<file path="src/exec_pkg.sv">
// Shared constants, field layouts and types for the add and bit-clear execute block.
package exec_pkg;

  // ------------------------------------------------------------------
  // Widths
  // ------------------------------------------------------------------
  localparam int INSTR_W    = 14;
  localparam int DATA_W     = 8;
  localparam int FADDR_W    = 7;
  localparam int BITPOS_W   = 3;
  localparam int NIBBLE_W   = 4;
  localparam int BUS_ADDR_W = 8;
  localparam int BUS_DATA_W = 32;
  localparam int BUS_BE_W   = 4;
  localparam int RETIRE_W   = 16;

  // ------------------------------------------------------------------
  // Opcode masks and match values
  // ------------------------------------------------------------------
  localparam logic [INSTR_W-1:0] MASK_ADD_LIT  = 14'h3E00;
  localparam logic [INSTR_W-1:0] MATCH_ADD_LIT = 14'h3E00;
  localparam logic [INSTR_W-1:0] MASK_AND_LIT  = 14'h3F00;
  localparam logic [INSTR_W-1:0] MATCH_AND_LIT = 14'h3900;
  localparam logic [INSTR_W-1:0] MASK_ADD_REG  = 14'h3F00;
  localparam logic [INSTR_W-1:0] MATCH_ADD_REG = 14'h0700;
  localparam logic [INSTR_W-1:0] MASK_AND_REG  = 14'h3F00;
  localparam logic [INSTR_W-1:0] MATCH_AND_REG = 14'h0500;
  localparam logic [INSTR_W-1:0] MASK_CLR_BIT  = 14'h3C00;
  localparam logic [INSTR_W-1:0] MATCH_CLR_BIT = 14'h1000;

  // ------------------------------------------------------------------
  // Instruction field positions
  // ------------------------------------------------------------------
  localparam int LIT_LSB    = 0;
  localparam int FADDR_LSB  = 0;
  localparam int DEST_POS   = 7;
  localparam int BITPOS_LSB = 7;

  // ------------------------------------------------------------------
  // Register map, byte addresses of aligned words
  // ------------------------------------------------------------------
  localparam logic [BUS_ADDR_W-1:0] OFS_CTRL    = 8'h00;
  localparam logic [BUS_ADDR_W-1:0] OFS_ACC     = 8'h04;
  localparam logic [BUS_ADDR_W-1:0] OFS_FLAGS   = 8'h08;
  localparam logic [BUS_ADDR_W-1:0] OFS_RETIRED = 8'h0C;
  localparam logic [BUS_ADDR_W-1:0] OFS_LAST    = 8'h10;
  localparam int                    CTRL_EN_POS = 0;
  localparam logic                  CTRL_EN_RST = 1'b1;
  localparam logic [DATA_W-1:0]     ACC_RST     = 8'h00;
  localparam int                    FLAGS_W     = 3;

  // ------------------------------------------------------------------
  // Types
  // ------------------------------------------------------------------
  typedef enum logic [1:0] {
    ALU_ADD = 2'h0,
    ALU_AND = 2'h1,
    ALU_CLR = 2'h3
  } alu_op_type;

  typedef enum logic [0:0] {
    BUS_IDLE = 1'h0,
    BUS_ACK  = 1'h1
  } bus_state_type;

  typedef struct packed {
    logic z;
    logic digit_carry_flag;
    logic c;
  } flags_type;

  typedef struct packed {
    logic               en;
    logic [FADDR_W-1:0] addr;
    logic [DATA_W-1:0]  data;
  } file_wr_type;

endpackage

</file>
<file path="src/add_and_bitclear_execute.sv">
// Execute stage for add, AND and bit-clear instructions with an Avalon-MM register port.
//
// How it works
// - An add-literal word adds its low eight bits to the accumulator, stores the sum there and updates carry, digit carry and zero.
// - An AND-literal word ANDs its low eight bits into the accumulator and updates only the zero flag.
// - An add-register word adds the accumulator to the addressed file register and updates carry, digit carry and zero.
// - An AND-register word ANDs the accumulator with the addressed file register and updates only the zero flag.
// - For the register forms a destination bit of 0 sends the result to the accumulator.
// - For the register forms a destination bit of 1 writes the result back to the addressed file register.
// - A bit-clear word forces the selected bit of the addressed register low, keeps the other bits and leaves every flag alone.
// - The bit-clear reads the whole register, changes one bit and writes all eight bits back.
module add_and_bitclear_execute #(
  parameter int DATA_W   = exec_pkg::DATA_W,
  parameter int FADDR_W  = exec_pkg::FADDR_W,
  parameter int RETIRE_W = exec_pkg::RETIRE_W
) (
  // Clock and reset
  input  wire  logic                                   clk_sys_i,
  input  wire  logic                                   reset_n_i,
  // Instruction from the decoder
  input  wire  logic                                   instr_valid_i,
  input  wire  logic [exec_pkg::INSTR_W-1:0]           instr_i,
  output logic                                         instr_ready_o,
  // File register read port
  output logic       [FADDR_W-1:0]                     file_rd_addr_o,
  input  wire  logic [DATA_W-1:0]                      file_rdata_i,
  // File register write port and results
  output exec_pkg::file_wr_type                        file_wr_o,
  output logic       [DATA_W-1:0]                      acc_o,
  output exec_pkg::flags_type                          flags_o,
  // Avalon-MM slave
  input  wire  logic [exec_pkg::BUS_ADDR_W-1:0]        avs_address_i,
  input  wire  logic                                   avs_read_i,
  input  wire  logic                                   avs_write_i,
  input  wire  logic [exec_pkg::BUS_DATA_W-1:0]        avs_writedata_i,
  input  wire  logic [exec_pkg::BUS_BE_W-1:0]          avs_byteenable_i,
  output logic       [exec_pkg::BUS_DATA_W-1:0]        avs_readdata_o,
  output logic                                         avs_waitrequest_o
);

  // ------------------------------------------------------------------
  // State
  // ------------------------------------------------------------------
  logic                              enable_q;
  logic                              enable_d;
  logic [DATA_W-1:0]                 acc_q;
  logic [DATA_W-1:0]                 acc_d;
  exec_pkg::flags_type               flags_q;
  exec_pkg::flags_type               flags_d;
  exec_pkg::file_wr_type             file_wr_q;
  exec_pkg::file_wr_type             file_wr_d;
  logic [RETIRE_W-1:0]               retired_q;
  logic [RETIRE_W-1:0]               retired_d;
  logic [exec_pkg::INSTR_W-1:0]      last_q;
  logic [exec_pkg::INSTR_W-1:0]      last_d;
  exec_pkg::bus_state_type           bus_state_q;
  exec_pkg::bus_state_type           bus_state_d;
  logic [exec_pkg::BUS_DATA_W-1:0]   readdata_q;
  logic [exec_pkg::BUS_DATA_W-1:0]   readdata_d;

  // ------------------------------------------------------------------
  // Decode
  // ------------------------------------------------------------------
  logic                              take;
  logic                              is_add_lit;
  logic                              is_and_lit;
  logic                              is_add_reg;
  logic                              is_and_reg;
  logic                              is_clr_bit;
  logic                              is_lit;
  logic                              is_reg;
  logic                              dest_file;
  logic [DATA_W-1:0]                 literal;
  logic [exec_pkg::BITPOS_W-1:0]     bitpos;

  assign take    = instr_valid_i && enable_q;
  // The spare bit of the add-literal form is outside its mask.
  assign is_add_lit = take &&
    ((instr_i & exec_pkg::MASK_ADD_LIT) == exec_pkg::MATCH_ADD_LIT);
  assign is_and_lit = take &&
    ((instr_i & exec_pkg::MASK_AND_LIT) == exec_pkg::MATCH_AND_LIT);
  assign is_add_reg = take &&
    ((instr_i & exec_pkg::MASK_ADD_REG) == exec_pkg::MATCH_ADD_REG);
  assign is_and_reg = take &&
    ((instr_i & exec_pkg::MASK_AND_REG) == exec_pkg::MATCH_AND_REG);
  assign is_clr_bit = take &&
    ((instr_i & exec_pkg::MASK_CLR_BIT) == exec_pkg::MATCH_CLR_BIT);
  assign is_lit     = is_add_lit || is_and_lit;
  assign is_reg     = is_add_reg || is_and_reg;
  assign dest_file  = instr_i[exec_pkg::DEST_POS];
  assign literal    = instr_i[exec_pkg::LIT_LSB +: DATA_W];
  assign bitpos     = instr_i[exec_pkg::BITPOS_LSB +: exec_pkg::BITPOS_W];

  // ------------------------------------------------------------------
  // Operand fetch with write forwarding
  // ------------------------------------------------------------------
  // The write port is registered, so the register file holds the old value
  // for one more cycle; the pending write is forwarded to avoid a stale read.
  logic                              fwd_hit;
  logic [DATA_W-1:0]                 file_val;
  exec_pkg::alu_op_type              alu_op;
  logic [DATA_W-1:0]                 alu_b;
  logic [DATA_W-1:0]                 alu_res;
  logic                              alu_c;
  logic                              alu_dc;
  logic                              alu_z;

  assign file_rd_addr_o = instr_i[exec_pkg::FADDR_LSB +: FADDR_W];
  assign fwd_hit  = file_wr_q.en && (file_wr_q.addr == file_rd_addr_o);
  assign file_val = fwd_hit ? file_wr_q.data : file_rdata_i;
  assign alu_b    = is_lit ? literal : file_val;
  assign alu_op   = (is_add_lit || is_add_reg) ? exec_pkg::ALU_ADD :
                    (is_and_lit || is_and_reg) ? exec_pkg::ALU_AND :
                    exec_pkg::ALU_CLR;

  exec_alu #(
    .DATA_W   (DATA_W),
    .NIBBLE_W (exec_pkg::NIBBLE_W),
    .BITPOS_W (exec_pkg::BITPOS_W)
  ) u_alu (
    .op_i          (alu_op),
    .bitpos_i      (bitpos),
    .a_i           (acc_q),
    .b_i           (alu_b),
    .result_o      (alu_res),
    .carry_o       (alu_c),
    .digit_carry_o (alu_dc),
    .zero_o        (alu_z)
  );

  // ------------------------------------------------------------------
  // Result routing
  // ------------------------------------------------------------------
  logic                              to_acc;
  logic                              to_file;
  logic                              upd_cdc;
  logic                              upd_z;

  assign to_acc  = is_lit || (is_reg && !dest_file);
  assign to_file = (is_reg && dest_file) || is_clr_bit;
  assign upd_cdc = is_add_lit || is_add_reg;
  assign upd_z   = upd_cdc || is_and_lit || is_and_reg;

  // ------------------------------------------------------------------
  // Avalon-MM decode
  // ------------------------------------------------------------------
  // Every access is answered one cycle after it is seen; an unmapped read
  // returns zero and an unmapped write is dropped.
  logic                              bus_req;
  logic                              bus_wr;
  logic                              hit_ctrl;
  logic                              hit_acc;
  logic                              hit_flags;
  logic                              hit_retired;
  logic                              hit_last;
  logic [exec_pkg::BUS_DATA_W-1:0]   rd_mux;

  assign bus_req     = avs_read_i || avs_write_i;
  assign bus_wr      = (bus_state_q == exec_pkg::BUS_ACK) && avs_write_i &&
                       avs_byteenable_i[0];
  assign hit_ctrl    = (avs_address_i == exec_pkg::OFS_CTRL);
  assign hit_acc     = (avs_address_i == exec_pkg::OFS_ACC);
  assign hit_flags   = (avs_address_i == exec_pkg::OFS_FLAGS);
  assign hit_retired = (avs_address_i == exec_pkg::OFS_RETIRED);
  assign hit_last    = (avs_address_i == exec_pkg::OFS_LAST);
  assign rd_mux =
    hit_ctrl    ? exec_pkg::BUS_DATA_W'(enable_q) :
    hit_acc     ? exec_pkg::BUS_DATA_W'(acc_q) :
    hit_flags   ? exec_pkg::BUS_DATA_W'(flags_q) :
    hit_retired ? exec_pkg::BUS_DATA_W'(retired_q) :
    hit_last    ? exec_pkg::BUS_DATA_W'(last_q) : '0;

  // ------------------------------------------------------------------
  // Next state
  // ------------------------------------------------------------------
  // An instruction result wins over a software write to the same register
  // in the same cycle, so no computed result is ever lost.
  always_comb begin
    enable_d    = enable_q;
    acc_d       = acc_q;
    flags_d     = flags_q;
    file_wr_d   = '0;
    retired_d   = retired_q;
    last_d      = last_q;
    bus_state_d = bus_state_q;
    readdata_d  = readdata_q;
    if (bus_wr && hit_ctrl) begin
      enable_d = avs_writedata_i[exec_pkg::CTRL_EN_POS];
    end
    if (bus_wr && hit_acc) begin
      acc_d = avs_writedata_i[DATA_W-1:0];
    end
    if (bus_wr && hit_flags) begin
      flags_d = exec_pkg::flags_type'(avs_writedata_i[exec_pkg::FLAGS_W-1:0]);
    end
    if (to_acc) begin
      acc_d = alu_res;
    end
    if (upd_cdc) begin
      flags_d.c                = alu_c;
      flags_d.digit_carry_flag = alu_dc;
    end
    if (upd_z) begin
      flags_d.z = alu_z;
    end
    if (to_file) begin
      file_wr_d.en   = 1'b1;
      file_wr_d.addr = file_rd_addr_o;
      file_wr_d.data = alu_res;
    end
    if (is_lit || is_reg || is_clr_bit) begin
      retired_d = retired_q + RETIRE_W'(1);
      last_d    = instr_i;
    end
    case (bus_state_q)
      exec_pkg::BUS_IDLE: begin
        if (bus_req) begin
          bus_state_d = exec_pkg::BUS_ACK;
          readdata_d  = rd_mux;
        end
      end
      exec_pkg::BUS_ACK: begin
        bus_state_d = exec_pkg::BUS_IDLE;
      end
      default: begin
        bus_state_d = exec_pkg::BUS_IDLE;
      end
    endcase
  end

  // ------------------------------------------------------------------
  // Registers
  // ------------------------------------------------------------------
  always_ff @(posedge clk_sys_i or negedge reset_n_i) begin
    if (!reset_n_i) begin
      enable_q    <= exec_pkg::CTRL_EN_RST;
      acc_q       <= exec_pkg::ACC_RST;
      flags_q     <= '0;
      file_wr_q   <= '0;
      retired_q   <= '0;
      last_q      <= '0;
      bus_state_q <= exec_pkg::BUS_IDLE;
      readdata_q  <= '0;
    end else begin
      enable_q    <= enable_d;
      acc_q       <= acc_d;
      flags_q     <= flags_d;
      file_wr_q   <= file_wr_d;
      retired_q   <= retired_d;
      last_q      <= last_d;
      bus_state_q <= bus_state_d;
      readdata_q  <= readdata_d;
    end
  end

  // ------------------------------------------------------------------
  // Outputs
  // ------------------------------------------------------------------
  assign instr_ready_o     = enable_q;
  assign file_wr_o         = file_wr_q;
  assign acc_o             = acc_q;
  assign flags_o           = flags_q;
  assign avs_readdata_o    = readdata_q;
  assign avs_waitrequest_o = (bus_state_q != exec_pkg::BUS_ACK);
endmodule

</file>
<file path="src/exec_alu.sv">
// Eight-bit adder, AND and bit-clear unit with carry, digit carry and zero results.
module exec_alu #(
  parameter int DATA_W   = exec_pkg::DATA_W,
  parameter int NIBBLE_W = exec_pkg::NIBBLE_W,
  parameter int BITPOS_W = exec_pkg::BITPOS_W
) (
  // Operation
  input  wire exec_pkg::alu_op_type op_i,
  input  wire logic [BITPOS_W-1:0]  bitpos_i,
  // Operands
  input  wire logic [DATA_W-1:0]    a_i,
  input  wire logic [DATA_W-1:0]    b_i,
  // Results
  output logic      [DATA_W-1:0]    result_o,
  output logic                      carry_o,
  output logic                      digit_carry_o,
  output logic                      zero_o
);

  logic [DATA_W:0]     sum_full;
  logic [NIBBLE_W:0]   sum_nibble;
  logic [DATA_W-1:0]   clr_mask;
  logic [DATA_W-1:0]   and_val;
  logic [DATA_W-1:0]   clr_val;

  assign sum_full   = {1'b0, a_i} + {1'b0, b_i};
  assign sum_nibble = {1'b0, a_i[NIBBLE_W-1:0]} + {1'b0, b_i[NIBBLE_W-1:0]};
  assign clr_mask   = ~({{(DATA_W-1){1'b0}}, 1'b1} << bitpos_i);
  assign and_val    = a_i & b_i;
  // The whole register passes through; only the selected bit is forced low.
  assign clr_val    = b_i & clr_mask;

  assign result_o      = (op_i == exec_pkg::ALU_ADD) ? sum_full[DATA_W-1:0] :
                         (op_i == exec_pkg::ALU_AND) ? and_val : clr_val;
  assign carry_o       = sum_full[DATA_W];
  assign digit_carry_o = sum_nibble[NIBBLE_W];
  assign zero_o        = (result_o == '0);

endmodule

</file>
<file path="config.mk">
export PLATFORM = sky130hd
export DESIGN_NAME = add_and_bitclear_execute
export DESIGN_NICKNAME = d
export VERILOG_FILES = /design/src/exec_pkg.sv /design/src/add_and_bitclear_execute.sv /design/src/exec_alu.sv
export SDC_FILE = /design/constraint.sdc
export NUM_CORES = 1
export LEC_CHECK = 0
export BUFFER_PORTS_ARGS = -buffer_cell sky130_fd_sc_hd__buf_4
export CAP_MARGIN = 25
export CORE_AREA = 8 8 120 122
export CTS_CLUSTER_DIAMETER = 150
export DETAILED_ROUTE_END_ITERATION = 6
export DIE_AREA = 0 0 128 130
export PLACE_DENSITY_LB_ADDON = 0.12
export SLEW_MARGIN = 25
export SYNTH_ARGS = -nofsm -noshare
export SYNTH_HDL_FRONTEND = slang
export SYNTH_SLANG_ARGS = --single-unit
</file>
<file path="constraint.sdc">
create_clock -name clk_sys_i -period 6.4 [get_ports clk_sys_i]
set_input_delay 0.96 -clock clk_sys_i [delete_from_list [all_inputs] [get_ports clk_sys_i]]
set_output_delay 0.96 -clock clk_sys_i [all_outputs]
set_load 0.02 [all_outputs]
</file>
==> results.yml <==
global_routing:
  grt_max_degree: 76
  antenna_found_initial: 0
  grt_pass1_wl_mm: 20.95
  grt_pass1_vias: 3863
  grt_use_total_pct: 16.13
  grt.overflow.total: 0
worst_setup_path:
  r2r_slack_ns: 2.44
  crit_required_ns: 6.66
  ff2ff_path_depth: 12
  r2r-start: "instr_ready_o"
  path_class: "in -> reg"
  arrival_ns: 4.58
  start_kind: "input port"
  worstReg2RegEnd: "flags_o[2]"
  cp-end-kind: "register"
  critPathMaxFanout: 17
timing:
  rsz0062_at_grt: "no"
  setup-tns-final_ns: 0
  hold_viol: 0
  finalCritPeriodShare_pct: 67.39
  setup_violations: 0
  tightest_slew_ns: 0.7015
  max_freq_mhz: 231.9
  slew_headroom_pct: 53.24
  fin_crit_ns: 4.313
  slew_violations: 0
  finClkSkew_ns: 0.005262
  setup_ws_ns: 2.087
pwr:
  peakVddDrop_v: 0.00008480
  power_density_nw_per_um2: 207.8
  leakage_nw: 2.649
min_path:
  worstHoldPathType: "reg -> reg"
  hold_depth: 1
  min_from: "retired_q[15]"
  holdPathEnd: "retired_q[15]"
detailed_routing:
  viasPerCell: 5.147
  antenna_violating_nets_post_route: 0
  vias: 3706
  drt_iter0_markers: 318
  drc_errors: 0
  drt_pre_antenna_iters: 5
  wire_per_inst_um: 18.34
  drt-total-wl_mm: 13.21
floorplan:
  initial_core_util_pct: 34.64
  die_y_um: 130
  ios: 139
  coreArea_sq_um: 12410
  fp-row-count: 41
  die_x_um: 128
  die_area_sq_um: 16640
status:
  outcome: "finished clean"
clock_network:
  cts_hold_buf: 0
  clk_pin_slew_ns: 0.06
  cts_tree: "built"
  clk_latency_ns: 0.33
  clock-sinks: 75
  post_cts_resized: 0
  ctsHtreeMaxLevel: 3
  post_cts_buffers: 0
  clockRootBuffer: "clkbuf_16"
  numCtsBuffers: 9
  clk_path_buf_depth: 2
finish:
  layout.nets: 624
  diodes: 0
  multi_input_area_sq_um: 2157
  final_layout_size_suffix_gt1_share_pct: 23.36
  fillers: 1263
  area_delta_synth_final_pct: 24.73
  regArea_sq_um: 1878
placed_design:
  placement.io_buffers: 95
  gp_congestion: 0.8479
  dp_slack_ns: 1.875
  hpwl_mm: 9.967
yosys:
  synth_edf_count: 0
  syn_avg_cell_area_sq_um: 9.389
  synth_area_leaders: "dfrtp_1, nand2_1, xnor2_1"
  syn_area_sq_um: 4300
  synth.distinct_cells: 61
  ys_ff_latch: 75
  syn_inst: 458
  synth_top_area_share_pct: 43.06
  ys_seq_area_share_pct: 43.67
  async_reset_ff_share_pct: 100.0
  synthFlopType: "dfrtp_1"
  synth_area_leader_cell: "dfrtp_1"
  yosysWarnings: 0
flow_run:
  drv_cap: 0
power by group:
part / internal (W) / switching, W
Combinational: 0.0000476 / 0.0000751
Clock: 0.000302 / 0.000206
Sequential: 0.000479 / 0.00000549
Total: 0.000828 / 0.000286
cell families (layout without fill, tap and decap cells):
kind of cell / Yosys count / after routing / synth area share [%]
compound gates: 99 / 99 / 17.22
xor+xnor: 28 / 28 / 5.703
fa+ha+maj: 10 / 10 / 3.084
buf+inv: 59 / 134 / 7.594
flops: 75 / 75 / 43.67
mux: 9 / 9 / 2.153
other cells: 1 / 16 / 0.08720
simple gates: 177 / 177 / 20.48
worst max-delay path, stage by stage:
cell and delay, ns:
buf_4 0.16, or3b_4 0.42, a211oi_4 0.64, nor4_1 0.14
a211oi_2 0.36, ha_1 0.30, a21oi_1 0.25, o211ai_1 0.18
o41ai_1 0.33, xor2_1 0.17, nor2_1 0.05, a31oi_1 0.36
a32o_1 0.23
placed cells by master, fill, tap and decap left out, types with 4 or more instances in the layout:
cell type	instances
xnor2_1	24
nor2b_1	11
nand3_1	14
a31oi_1	4
a211oi_2	5
a222oi_1	6
and4_1	4
a21o_1	7
dfrtp_1	74
nor4_1	8
a21oi_1	18
a22o_1	7
inv_1	19
nand2_1	56
conb_1	16
clkbuf_16	9
nand2b_1	6
nand4_1	6
a22oi_1	5
ha_1	9
a211oi_1	10
mux2i_1	7
xor2_1	4
nor2_1	40
o21ai_0	13
and3_1	12
nor3_1	5
buf_4	98
synthesized netlist by cell type (11+ instances only):
cell type  number
buf_4          23
clkbuf_1       11
xnor2_1        24
a21oi_1        18
nor2b_1        11
nor2_1         40
nand2_1        56
o21ai_0        13
inv_1          19
and3_1         12
dfrtp_1        74
nand3_1        14
worst max path at each step:
| stage | startpoint | end | slack, ns |
|---|---|---|---|
| final | instr_i[8] | flags_o[2] | 2.09 |
| after detailed placement | instr_i[8] | flags_o[2] | 1.88 |
| after global routing | instr_i[8] | flags_o[2] | 1.88 |
| after CTS | instr_i[8] | flags_o[2] | 2.19 |
| after global placement | instr_i[8] | flags_o[2] | 1.80 |
| after floorplan | instr_i[10] | flags_o[2] | 2.45 |
flip-flops by register name (all words and copies together), names as in the netlist:
signal,flops
avs_readdata_o,16
instr_ready_o,1
acc_o,8
retired_q,16
flags_o,3
file_wr_o,16
last_q,14
bus_state_q,1
per-stage QoR:
step,power (W),utilization [%],hold slack [ns],cell area [sq um],std cells
3_3_place_gp,0.0006137,40.70,0.4647,5052,703
6_report,0.001114,43.21,0.4742,5364,720
2_1_floorplan,0.0005657,-,0.4460,4357,473
5_1_grt,0.001158,43.21,0.5040,5364,720
3_5_place_dp,0.0006148,40.80,0.4722,5065,704
4_1_cts,0.001126,43.18,0.4805,5360,720
routing by layer:
layer / track usage, % / vias to the layer above / share of wire, %
li1: - / 1763 / -
met1: 20.72 / 1783 / 46
met2: 25.86 / 145 / 45
met3: 4.447 / 15 / 7.2
met4: 5.035 / 0 / 1.5
met5: 0 / - / 0
cell type report:
cell class | instances | share of cell area [%]
flip-flops and latches | 75 | 35.01
multi-input cells | 339 | 40.21
well taps | 172 | 4.012
repair buffers | 99 | 13.93
clock inverters | 6 | 1.236
clock buffers | 10 | 4.269
inverters | 19 | 1.330
Power figures use the tool's default switching activity.
